--- src/hdl/sarc_pkg.sv ---
// Package of constants for the converter start and readout pair.
// Assumes a single 10 MHz clock shared by both ends.
package sarc_pkg;
  localparam int CLK_PERIOD_NS = 100;
  localparam int START_MIN_NS = 500;
  localparam int START_TYP_NS = 300;
  localparam int DONE_RISE_MAX_NS = 1500;
  localparam int CONV_MIN_NS = 10000;
  localparam int CONV_MAX_NS = 30000;
  localparam int REACQ_NS = 10000;
  localparam int START_MIN_CYC = (START_MIN_NS + CLK_PERIOD_NS - 1) / CLK_PERIOD_NS;
  localparam int START_TYP_CYC = (START_TYP_NS + CLK_PERIOD_NS - 1) / CLK_PERIOD_NS;
  localparam int DONE_RISE_CYC = DONE_RISE_MAX_NS / CLK_PERIOD_NS;
  localparam int CONV_MIN_CYC = (CONV_MIN_NS + CLK_PERIOD_NS - 1) / CLK_PERIOD_NS;
  localparam int CONV_MAX_CYC = CONV_MAX_NS / CLK_PERIOD_NS;
  localparam int REACQ_CYC = (REACQ_NS + CLK_PERIOD_NS - 1) / CLK_PERIOD_NS;
  localparam int RESULT_W = 8;
  localparam int DATA_W = 16;
  localparam int STEP_CYC = 20;
  localparam logic [7:0] RESULT_RST = 8'h00;
endpackage : sarc_pkg

--- src/hdl/sarc_link_if.sv ---
// Interface between converter and host glue logic.
// Assumes both ends run on the same clock.
`timescale 1ns/100ps
interface sarc_link_if;
  logic start;
  logic done_n;
  logic output_enable_n;
  logic [7:0] result_o;
  logic [7:0] result_oe;
  logic [7:0] bus_result;
  assign bus_result = (result_oe == 8'hFF) ? result_o : 8'hFF;
  modport converter (
    input start,
    input output_enable_n,
    output done_n,
    output result_o,
    output result_oe
  );
  modport host (
    output start,
    output output_enable_n,
    input done_n,
    input bus_result
  );
endinterface : sarc_link_if

--- src/hdl/sarc_converter.sv ---
// Converter end: start detection, approximation sequence, readout drivers.
// Assumes start and output_enable_n synchronous to clock_i.
`timescale 1ns/100ps
// Summary of operation
// RULE1: Host holds start high at least 500 ns
// RULE2: Start pulse of 300 ns typically accepted
// RULE3: Start rise resets logic, clears result
// RULE4: Sequence begins on falling edge of start
// RULE5: Done line low when result valid
// RULE6: Done rises within 1.5 us of start
// RULE7: Conversion lasts 10 to 30 us
// RULE8: Host keeps enable high during conversion
// RULE9: Enable during conversion shows partial result
// RULE10: Drive result only while enable low
// RULE11: Start from address decode and write strobe
// RULE12: Enable from address decode and read strobe
// RULE13: Write starts conversion, data ignored
// RULE14: Read returns result as high byte
// RULE15: Without polling wait 30 us before read
// RULE16: Host may poll or interrupt on done
// RULE17: Flip-flop stretches start, done rise clears
// RULE18: Wait 10 us reacquisition before next start
// RULE19: Bipolar result is offset binary
// RULE20: Resolve MSB first, hold until next start
module sarc_converter #(
  parameter int STEP_CYC = sarc_pkg::STEP_CYC
) (
  input wire logic clock_i,
  input wire logic nrst_i,
  input wire logic comp_above_i,
  output logic [7:0] trial_o,
  sarc_link_if.converter link
);
  typedef enum logic [1:0] {
    SARC_IDLE = 2'b00,
    SARC_ARMED = 2'b01,
    SARC_CONV = 2'b10
  } sarc_state_t;

  sarc_state_t state_r;
  logic start_d_r;
  logic done_n_r;
  logic [7:0] approximation_register_r;
  logic [7:0] bit_mask_r;
  logic [7:0] step_cnt_r;
  logic start_rise;
  logic start_fall;
  logic step_end;

  assign start_rise = link.start & ~start_d_r;
  assign start_fall = ~link.start & start_d_r;
  assign step_end = (step_cnt_r == 8'(STEP_CYC - 1));

  always_ff @(posedge clock_i)
  begin
    if (!nrst_i)
      start_d_r <= 1'b0;
    else
      start_d_r <= link.start;
  end

  // Pulse width only checked by edges; short pulses still work
  always_ff @(posedge clock_i)
  begin
    if (!nrst_i)
      state_r <= SARC_IDLE;
    else if (start_rise)
      state_r <= SARC_ARMED; // [RULE3] [RULE2] [RULE13]
    else
      case (state_r)
        SARC_IDLE: state_r <= SARC_IDLE;
        SARC_ARMED: if (start_fall) state_r <= SARC_CONV; // [RULE4]
        SARC_CONV: if (step_end && bit_mask_r == 8'h01) state_r <= SARC_IDLE;
        default: state_r <= SARC_IDLE;
      endcase
  end

  // Done high next cycle after rise, far inside the limit
  always_ff @(posedge clock_i)
  begin
    if (!nrst_i)
      done_n_r <= 1'b0;
    else if (start_rise)
      done_n_r <= 1'b1; // [RULE3] [RULE6]
    else if (state_r == SARC_CONV && step_end && bit_mask_r == 8'h01)
      done_n_r <= 1'b0; // [RULE5]
  end

  always_ff @(posedge clock_i)
  begin
    if (!nrst_i || state_r != SARC_CONV || start_rise)
      step_cnt_r <= 8'h00;
    else if (step_end)
      step_cnt_r <= 8'h00;
    else
      step_cnt_r <= step_cnt_r + 8'h01;
  end

  // Eight steps of STEP_CYC clocks; 20 gives 16 us, inside 10..30 us
  always_ff @(posedge clock_i)
  begin
    if (!nrst_i)
    begin
      approximation_register_r <= sarc_pkg::RESULT_RST;
      bit_mask_r <= 8'h80;
    end
    else if (start_rise)
    begin
      approximation_register_r <= sarc_pkg::RESULT_RST; // [RULE3]
      bit_mask_r <= 8'h80;
    end
    else if (state_r == SARC_ARMED && start_fall)
      approximation_register_r <= 8'h80; // [RULE20] [RULE19]
    else if (state_r == SARC_CONV && step_end)
    begin
      // [RULE7] [RULE20]
      if (bit_mask_r == 8'h01)
        approximation_register_r <= comp_above_i ? approximation_register_r
                                                 : (approximation_register_r & ~bit_mask_r);
      else
        approximation_register_r <= (comp_above_i ? approximation_register_r
                                                  : (approximation_register_r & ~bit_mask_r))
                                    | (bit_mask_r >> 1);
      bit_mask_r <= bit_mask_r >> 1;
    end
  end

  assign trial_o = approximation_register_r;
  assign link.done_n = done_n_r;
  // Partial value visible if enabled mid-conversion: bus clash risk
  assign link.result_o = approximation_register_r; // [RULE9] [RULE14]
  assign link.result_oe = {8{~link.output_enable_n}}; // [RULE10]
endmodule : sarc_converter

--- src/flat_wrapper.sv ---
// flat-port wrapper written by rule: the top's interface ports become plain ports
module sarc_converter_flat 
#(
  parameter int STEP_CYC = sarc_pkg::STEP_CYC
)
  (clock_i, nrst_i, comp_above_i, trial_o, link_start, link_output_enable_n, link_done_n, link_result_o, link_result_oe);
  sarc_link_if link_i ();
  input wire logic clock_i;
  input wire logic nrst_i;
  input wire logic comp_above_i;
  output logic [7:0] trial_o;
  input wire logic [$bits(link_i.start)-1:0] link_start;
  input wire logic [$bits(link_i.output_enable_n)-1:0] link_output_enable_n;
  output wire logic [$bits(link_i.done_n)-1:0] link_done_n;
  output wire logic [$bits(link_i.result_o)-1:0] link_result_o;
  output wire logic [$bits(link_i.result_oe)-1:0] link_result_oe;
  assign link_i.start = link_start;
  assign link_i.output_enable_n = link_output_enable_n;
  assign link_done_n = link_i.done_n;
  assign link_result_o = link_i.result_o;
  assign link_result_oe = link_i.result_oe;
  sarc_converter #(.STEP_CYC(STEP_CYC)) u_core (.clock_i(clock_i), .nrst_i(nrst_i), .comp_above_i(comp_above_i), .trial_o(trial_o), .link(link_i));
endmodule
--- config.mk ---
export PLATFORM = sky130hd
export DESIGN_NAME = sarc_converter_flat
export DESIGN_NICKNAME = d
export VERILOG_FILES = /design/src/hdl/sarc_pkg.sv /design/src/hdl/sarc_link_if.sv /design/src/hdl/sarc_converter.sv /design/src/flat_wrapper.sv
export SDC_FILE = /design/constraint.sdc
export NUM_CORES = 1
export LEC_CHECK = 0
export BUFFER_PORTS_ARGS = -buffer_cell sky130_fd_sc_hd__buf_2
export CORE_MARGIN = 2
export CORE_UTILIZATION = 58
export CTS_BUF_LIST = sky130_fd_sc_hd__clkbuf_8
export DETAILED_ROUTE_END_ITERATION = 8
export PLACE_DENSITY = 0.82
export SLEW_MARGIN = 20
export SYNTH_ARGS = -nofsm -noshare
export SYNTH_HDL_FRONTEND = slang
export SYNTH_SLANG_ARGS = --single-unit
--- constraint.sdc ---
create_clock -name clock_i -period 2.1 [get_ports clock_i]
set_input_delay 0.315 -clock clock_i [delete_from_list [all_inputs] [get_ports clock_i]]
set_output_delay 0.315 -clock clock_i [all_outputs]
set_load 0.1 [all_outputs]
==> impl_metrics.py, run 1 <==
metrics = {
    "sta": {
        "tns_ns": 0,
        "tightest_slew_ns": 0.488,
        "period_minus_slack_ns": 1.67,
        "fin_crit_sh_pct": 79.6,
        "finalSetupViolations": 0,
        "rsz0062_at_grt": "no",
        "drv_slew": 0,
        "fin_hold_ws_ns": 0.286,
        "max_clock_freq_ghz": 0.598,
        "finalHoldViolCount": 0,
        "fin_skew_ns": 0.00552,
        "slew_headroom_pct": 67.7,
    },
    "global_route": {
        "overflow": 0,
        "grt_pass1_vias": 840,
        "antenna_found_initial": 0,
        "grt_pass1_wl_um": 3480,
        "grt_max_degree": 18,
        "grtUsageTotal_pct": 17.8,
    },
    "clock_network": {
        "cts.sinks": 28,
        "clk_latency_ns": 0.27,
        "cts-root-buf": "clkbuf_8",
        "ctsResizeCount": 0,
        "ctsHtreeMaxLevel": 1,
        "cts_buffers": 3,
        "cts_tree": "built",
        "hold_buffers": 0,
        "post-cts-setup-buffer-count": 0,
        "clk_pin_slew_worst_paths_ns": 0.09,
        "clockBufferDepth": 2,
    },
    "route": {
        "ant_nets": 0,
        "via_per_inst": 5.12,
        "wl_um": 2120,
        "drc": 0,
        "first_pass_iters": 6,
        "wl_per_cell_um": 11.6,
        "drt_iter0_markers": 18,
        "vias": 931,
    },
    "critical_path": {
        "critPathLaunchType": "flop",
        "critPathLaunch": "u_core.step_cnt_r[5]",
        "cp_data_required_time_ns": 2.25,
        "critPathKind": "flop to flop",
        "worstPathMaxFanout": 17,
        "max_stage_delay_ns": 0.39,
        "slowest_stage": "nand4_2",
        "arrival_ns": 1.82,
        "path_cells": "nor4b_4 -> nand4_2 -> o21ai_0 -> a21oi_1",
        "rr_startpoint": "u_core.step_cnt_r[5]",
        "endpoint_kind": "flop",
    },
    "die": {
        "die_w_um": 50.2,
        "die_y_um": 50.2,
        "start_util_pct": 62.5,
        "core-area_um2": 1980,
        "num_io_pins": 30,
        "die_area_um2": 2520,
        "rows": 16,
    },
    "logic_synthesis": {
        "ys_seq_area_share_pct": 45.3,
        "syn_nets": 145,
        "netlist_area_um2": 1240,
        "yosys.area.top_type": "dfxtp_1",
        "ys_seq_elements": 28,
        "synth.most_common_cell": "dfxtp_1",
        "synthCells": 139,
        "synth.avg_cell_area_um2": 8.91,
        "synth_edf_count": 0,
        "ys_warn_count": 0,
        "synthFlopType": "dfxtp_1",
        "synthTopCellsByCount": "dfxtp_1 (28), a21oi_1 (15), buf_4 (15), nand2_1 (12), nor2_1 (10)",
        "synth_cell_type_count": 28,
        "synthArstFlopShare_pct": 0,
        "ys_top_cells_by_area": "dfxtp_1 (45%), buf_4 (9.1%), a21oi_1 (6.1%)",
        "yosys.area.top_type_share_pct": 45.3,
    },
    "hold_path": {
        "hp-start": "link_start",
        "hold_class": "input pin to flop",
    },
    "run_status": {
        "outcome": "finished clean",
    },
    "layout": {
        "finalNetCount": 162,
        "final_util_pct": 68.3,
        "drive_gt1_share_pct": 27.7,
        "fillCellCount": 165,
        "areaGrowthSynthToFinish_pct": 9.29,
        "antenna_cells": 0,
    },
    "power": {
        "irDropWorstVdd_v": 0.000460,
        "leakagePower_uw": 0.000527,
        "power_density_nw_per_um2": 785,
    },
    "placement": {
        "place.port_buffers": 29,
        "hpwl_um": 1570,
        "place_congestion": 0.762,
    },
    "flow_run": {
        "drv_cap": 0,
    },
}
## sequential cells by signal (all words and copies together), names as in the netlist
signal and cells:
u_core.bit_mask_r 8, u_core.link.result_o 8, u_core.step_cnt_r 8, u_core.state_r 2
u_core.link.done_n 1, u_core.start_d_r 1
## layout make-up
type | count | area (um^2) | share of cell area [%]
repair buffers | 29 | 145 | 10.7
multi-input cells | 91 | 532 | 39.3
clock inverters | 1 | 30.0 | 2.22
clock buffers | 3 | 41.3 | 3.05
inverters | 3 | 11.3 | 0.832
well taps | 27 | 33.8 | 2.50
flip-flops and latches | 28 | 561 | 41.4
## cell usage in the layout, fill, tap and decap left out, types with 2 or more instances in the layout
cell type,count
buf_2,29
xnor2_1,3
nand2b_1,8
dfxtp_1,28
clkbuf_8,3
a21oi_1,15
o21ai_1,2
nand3_1,5
a21boi_0,3
nand2_2,7
xor2_1,3
nand2_1,12
o21ai_0,9
nor2b_1,2
nor2_1,10
inv_1,3
## metal layers
metal	part of all wire [%]	track usage, %
met2	52	33.3
met3	2.7	2.68
met4	1.0	5.56
met1	44	20.5
met5	0	0
## cell families after synthesis
group	share of synthesized area, %
xor+xnor	4.24
simple gates	24.7
compound gates	12.9
buf+inv	11.8
flops	45.3
fa+ha+maj	1.01
## stage by stage
step / total power [uW] / instances / cell area (um^2) / setup slack (ns)
5_1_grt: 1090 / 182 / 1350 / 0.309
2_1_floorplan: 651 / 139 / 1240 / 0.362
3_3_place_gp: 660 / 178 / 1280 / 0.589
4_1_cts: 1060 / 182 / 1350 / 0.422
3_5_place_dp: 661 / 178 / 1280 / 0.523
6_report: 1060 / 182 / 1350 / 0.428
## path summary, 6_finish.rpt
check | end | slack (ns) | cells past startpoint
max | u_core.link.result_o[6] | 0.43 | 4
min | u_core.start_d_r | 0.29 | 2
max reg2reg | u_core.link.result_o[6] | 0.43 | 4
min reg2reg | u_core.step_cnt_r[0] | 0.46 | 1
## power breakdown
part           internal [uW]  leakage (uW)  switching, uW
clock                    255     0.0000357            159
combinational           16.6      0.000264           94.9
sequential               535      0.000226           2.23
total                    807      0.000527            257
## critical path, delay by kind of cell (launching register included)
family	cells	cell delay (ns)
AOI/OAI and AO/OA	2	0.45
DFF	1	0.37
and+or+nand+nor	2	0.73
Note: power is estimated with default switching activity, not from simulation.
==> inputs of run 2 (changes only) <==
ABC_AREA = 1   (was default)
CORE_UTILIZATION = 50   (was 58)
PLACE_DENSITY = 0.73   (was 0.82)
clock period = 1.5 ns   (was 2.1 ns; I/O delays follow)
==> impl_metrics.py, run 2 <==
metrics = {
    "critical_path": {
        "endpoint_kind": "flop",
        "slowest_stage": "dfxtp_2",
        "critPathKind": "flop to flop",
        "max_stage_delay_ns": 0.35,
        "crit_family": "flip-flops",
        "path_cells": "ha_2 -> nand2_1 -> inv_1 -> nand2_1 -> nor2_4 -> buf_6 -> nor2_4 -> inv_4 -> o211ai_1",
        "arrival_ns": 1.53,
        "critPathLaunchType": "flop",
        "worstPathMaxFanout": 10,
        "cp_data_required_time_ns": 1.66,
        "crit_buf_inv": 3,
    },
    "clock_network": {
        "clockBufferDepth": 2,
        "clk_latency_ns": 0.27,
        "ctsHtreeMaxLevel": 1,
        "hold_buffers": 0,
        "cts.sinks": 28,
        "cts-root-buf": "clkbuf_8",
        "cts_buffers": 3,
        "cts_tree": "built",
        "clk_pin_slew_worst_paths_ns": 0.09,
        "post-cts-setup-buffer-count": 0,
    },
    "die": {
        "die_w_um": 55.9,
        "die_y_um": 55.9,
        "num_io_pins": 30,
        "die_area_um2": 3120,
        "start_util_pct": 53.3,
        "rows": 18,
        "core-area_um2": 2520,
    },
    "logic_synthesis": {
        "synthTopCellsByCount": "nand2_1 (41), dfxtp_1 (28), inv_1 (21), nor2_1 (21), buf_4 (15)",
        "yosys.area.top_type": "dfxtp_1",
        "synth.avg_cell_area_um2": 7.27,
        "syn_nets": 191,
        "netlist_area_um2": 1350,
        "synth_edf_count": 0,
        "ys_seq_area_share_pct": 41.7,
        "synthFlopType": "dfxtp_1",
        "ys_warn_count": 0,
        "synthArstFlopShare_pct": 0,
        "synth_cell_type_count": 22,
        "ys_top_cells_by_area": "dfxtp_1 (42%), nand2_1 (11%), buf_4 (8.4%)",
        "synthCells": 185,
        "yosys.area.top_type_share_pct": 41.7,
        "synth.most_common_cell": "nand2_1",
        "ys_seq_elements": 28,
    },
    "sta": {
        "fin_crit_sh_pct": 91.3,
        "drv_slew": 0,
        "fin_skew_ns": 0.00115,
        "finalSetupViolations": 0,
        "finalHoldViolCount": 0,
        "slew_headroom_pct": 67.6,
        "setup_slack_ns": 0.130,
        "fin_hold_ws_ns": 0.167,
        "max_clock_freq_ghz": 0.730,
        "tightest_slew_ns": 0.490,
        "period_minus_slack_ns": 1.37,
        "rsz0062_at_grt": "no",
    },
    "global_route": {
        "grt_pass1_wl_um": 4260,
        "antenna_found_initial": 0,
        "grt_pass1_vias": 1017,
        "grt_max_degree": 23,
        "grtUsageTotal_pct": 17.3,
        "overflow": 0,
    },
    "route": {
        "first_pass_iters": 4,
        "met3WireLength_um": 132,
        "drt_iter0_markers": 21,
        "top_layer": "met4",
        "wl_per_cell_um": 10.6,
        "dr_wl_met2_um": 1150,
        "wl_um": 2450,
        "ant_nets": 0,
        "via_per_inst": 4.82,
        "drc": 0,
        "wl_met1_um": 1130,
        "vias": 1118,
    },
    "power": {
        "irDropWorstVdd_v": 0.000838,
        "leakagePower_uw": 0.000772,
        "power_density_nw_per_um2": 995,
    },
    "placement": {
        "place.port_buffers": 29,
        "dp_cells": 228,
        "dp_slack_ns": 0.0117,
        "hpwl_um": 1870,
        "place_congestion": 0.796,
        "placed_cell_area_um2": 1420,
    },
    "layout": {
        "antenna_cells": 0,
        "regArea_um2": 572,
        "multi_input_area_um2": 569,
        "final_common_cell": "nand2_1",
        "final_cell_mix": "nand2_1 (41), buf_2 (29), nor2_1 (21), inv_1 (20), dfxtp_1 (19)",
        "drive_gt1_share_pct": 29.2,
        "areaGrowthSynthToFinish_pct": 12.3,
        "final_util_pct": 59.9,
        "fillCellCount": 231,
        "final_cells": 232,
        "fin_area_um2": 1510,
        "finalNetCount": 209,
    },
    "hold_path": {
        "hold_class": "input pin to flop",
    },
    "flow_run": {
        "drv_cap": 0,
    },
    "run_status": {
        "outcome": "finished clean",
    },
}
run 2: cell types whose count changed in the layout (fill, tap and decap cells not counted), sizes merged, moves of 3 or more:
cell    delta
nand2b     -8
o21ai      +4
nand2     +26
nand3      +7
inv       +18
buf        +3
a21boi     -3
a21oi      -5
nor2      +14
run 2: cells by family (layout without fill, tap and decap cells):
logic type	count (synthesis)	count (layout)	share of synthesized area, %
and+or+nand+nor	86	86	28.7
xor gates and xnor gates	3	3	1.95
adders and majority gates	1	1	0.930
buffers and inverters	41	58	16.9
AOI/OAI and AO/OA	26	26	9.86
DFF	28	28	41.7
run 2: path summary, 6_finish.rpt:
kind	end	startpoint	slack [ns]	cells past startpoint
hold / removal	u_core.start_d_r	link_start	0.17	3
setup reg to reg	u_core.state_r[1]	u_core.step_cnt_r[0]	0.13	9
setup / recovery	u_core.state_r[1]	u_core.step_cnt_r[0]	0.13	9
hold reg to reg	u_core.step_cnt_r[0]	u_core.step_cnt_r[0]	0.43	1
run 2: power by group:
part,leakage [uW],internal [uW],switching [uW],total [uW]
combinational,0.000505,23.8,137,161
sequential,0.000231,749,3.27,753
clock,0.0000357,357,232,589
total,0.000772,1130,372,1500
run 2: per-layer routing:
layer,vias up,global-route usage [%]
met5,-,0
met4,0,7.48
met3,6,5.35
met2,27,29.8
met1,486,19.8
li1,599,-
run 2: worst min-delay path, stage by stage:
cell and delay, ns:
buf_2 0.10, nand2_1 0.05, inv_1 0.04
run 2: metrics by stage:
step                setup TNS [ns]  power, uW
floorplan                        0        914
global placement                 0        929
detailed placement               0        932
CTS                       -0.00558       1510
global route                     0       1560
finish                           0       1500
run 2: area by class of cell:
type / count / share of cell area [%]
Clock buffer: 3 / 2.73
Multi-Input combinational cell: 116 / 37.7
Inverter: 22 / 5.88
Clock inverter: 1 / 1.99
Tap cell: 30 / 2.49
Timing Repair Buffer: 32 / 11.4
Sequential cell: 28 / 37.9
run 2: what timing repair did:
| action | 4_1_cts | 5_1_grt |
|---|---|---|
| pin swaps | 0 | 0 |
| gates resized for setup | 0 | 6 |
| setup endpoints to repair | 1 | 24 |
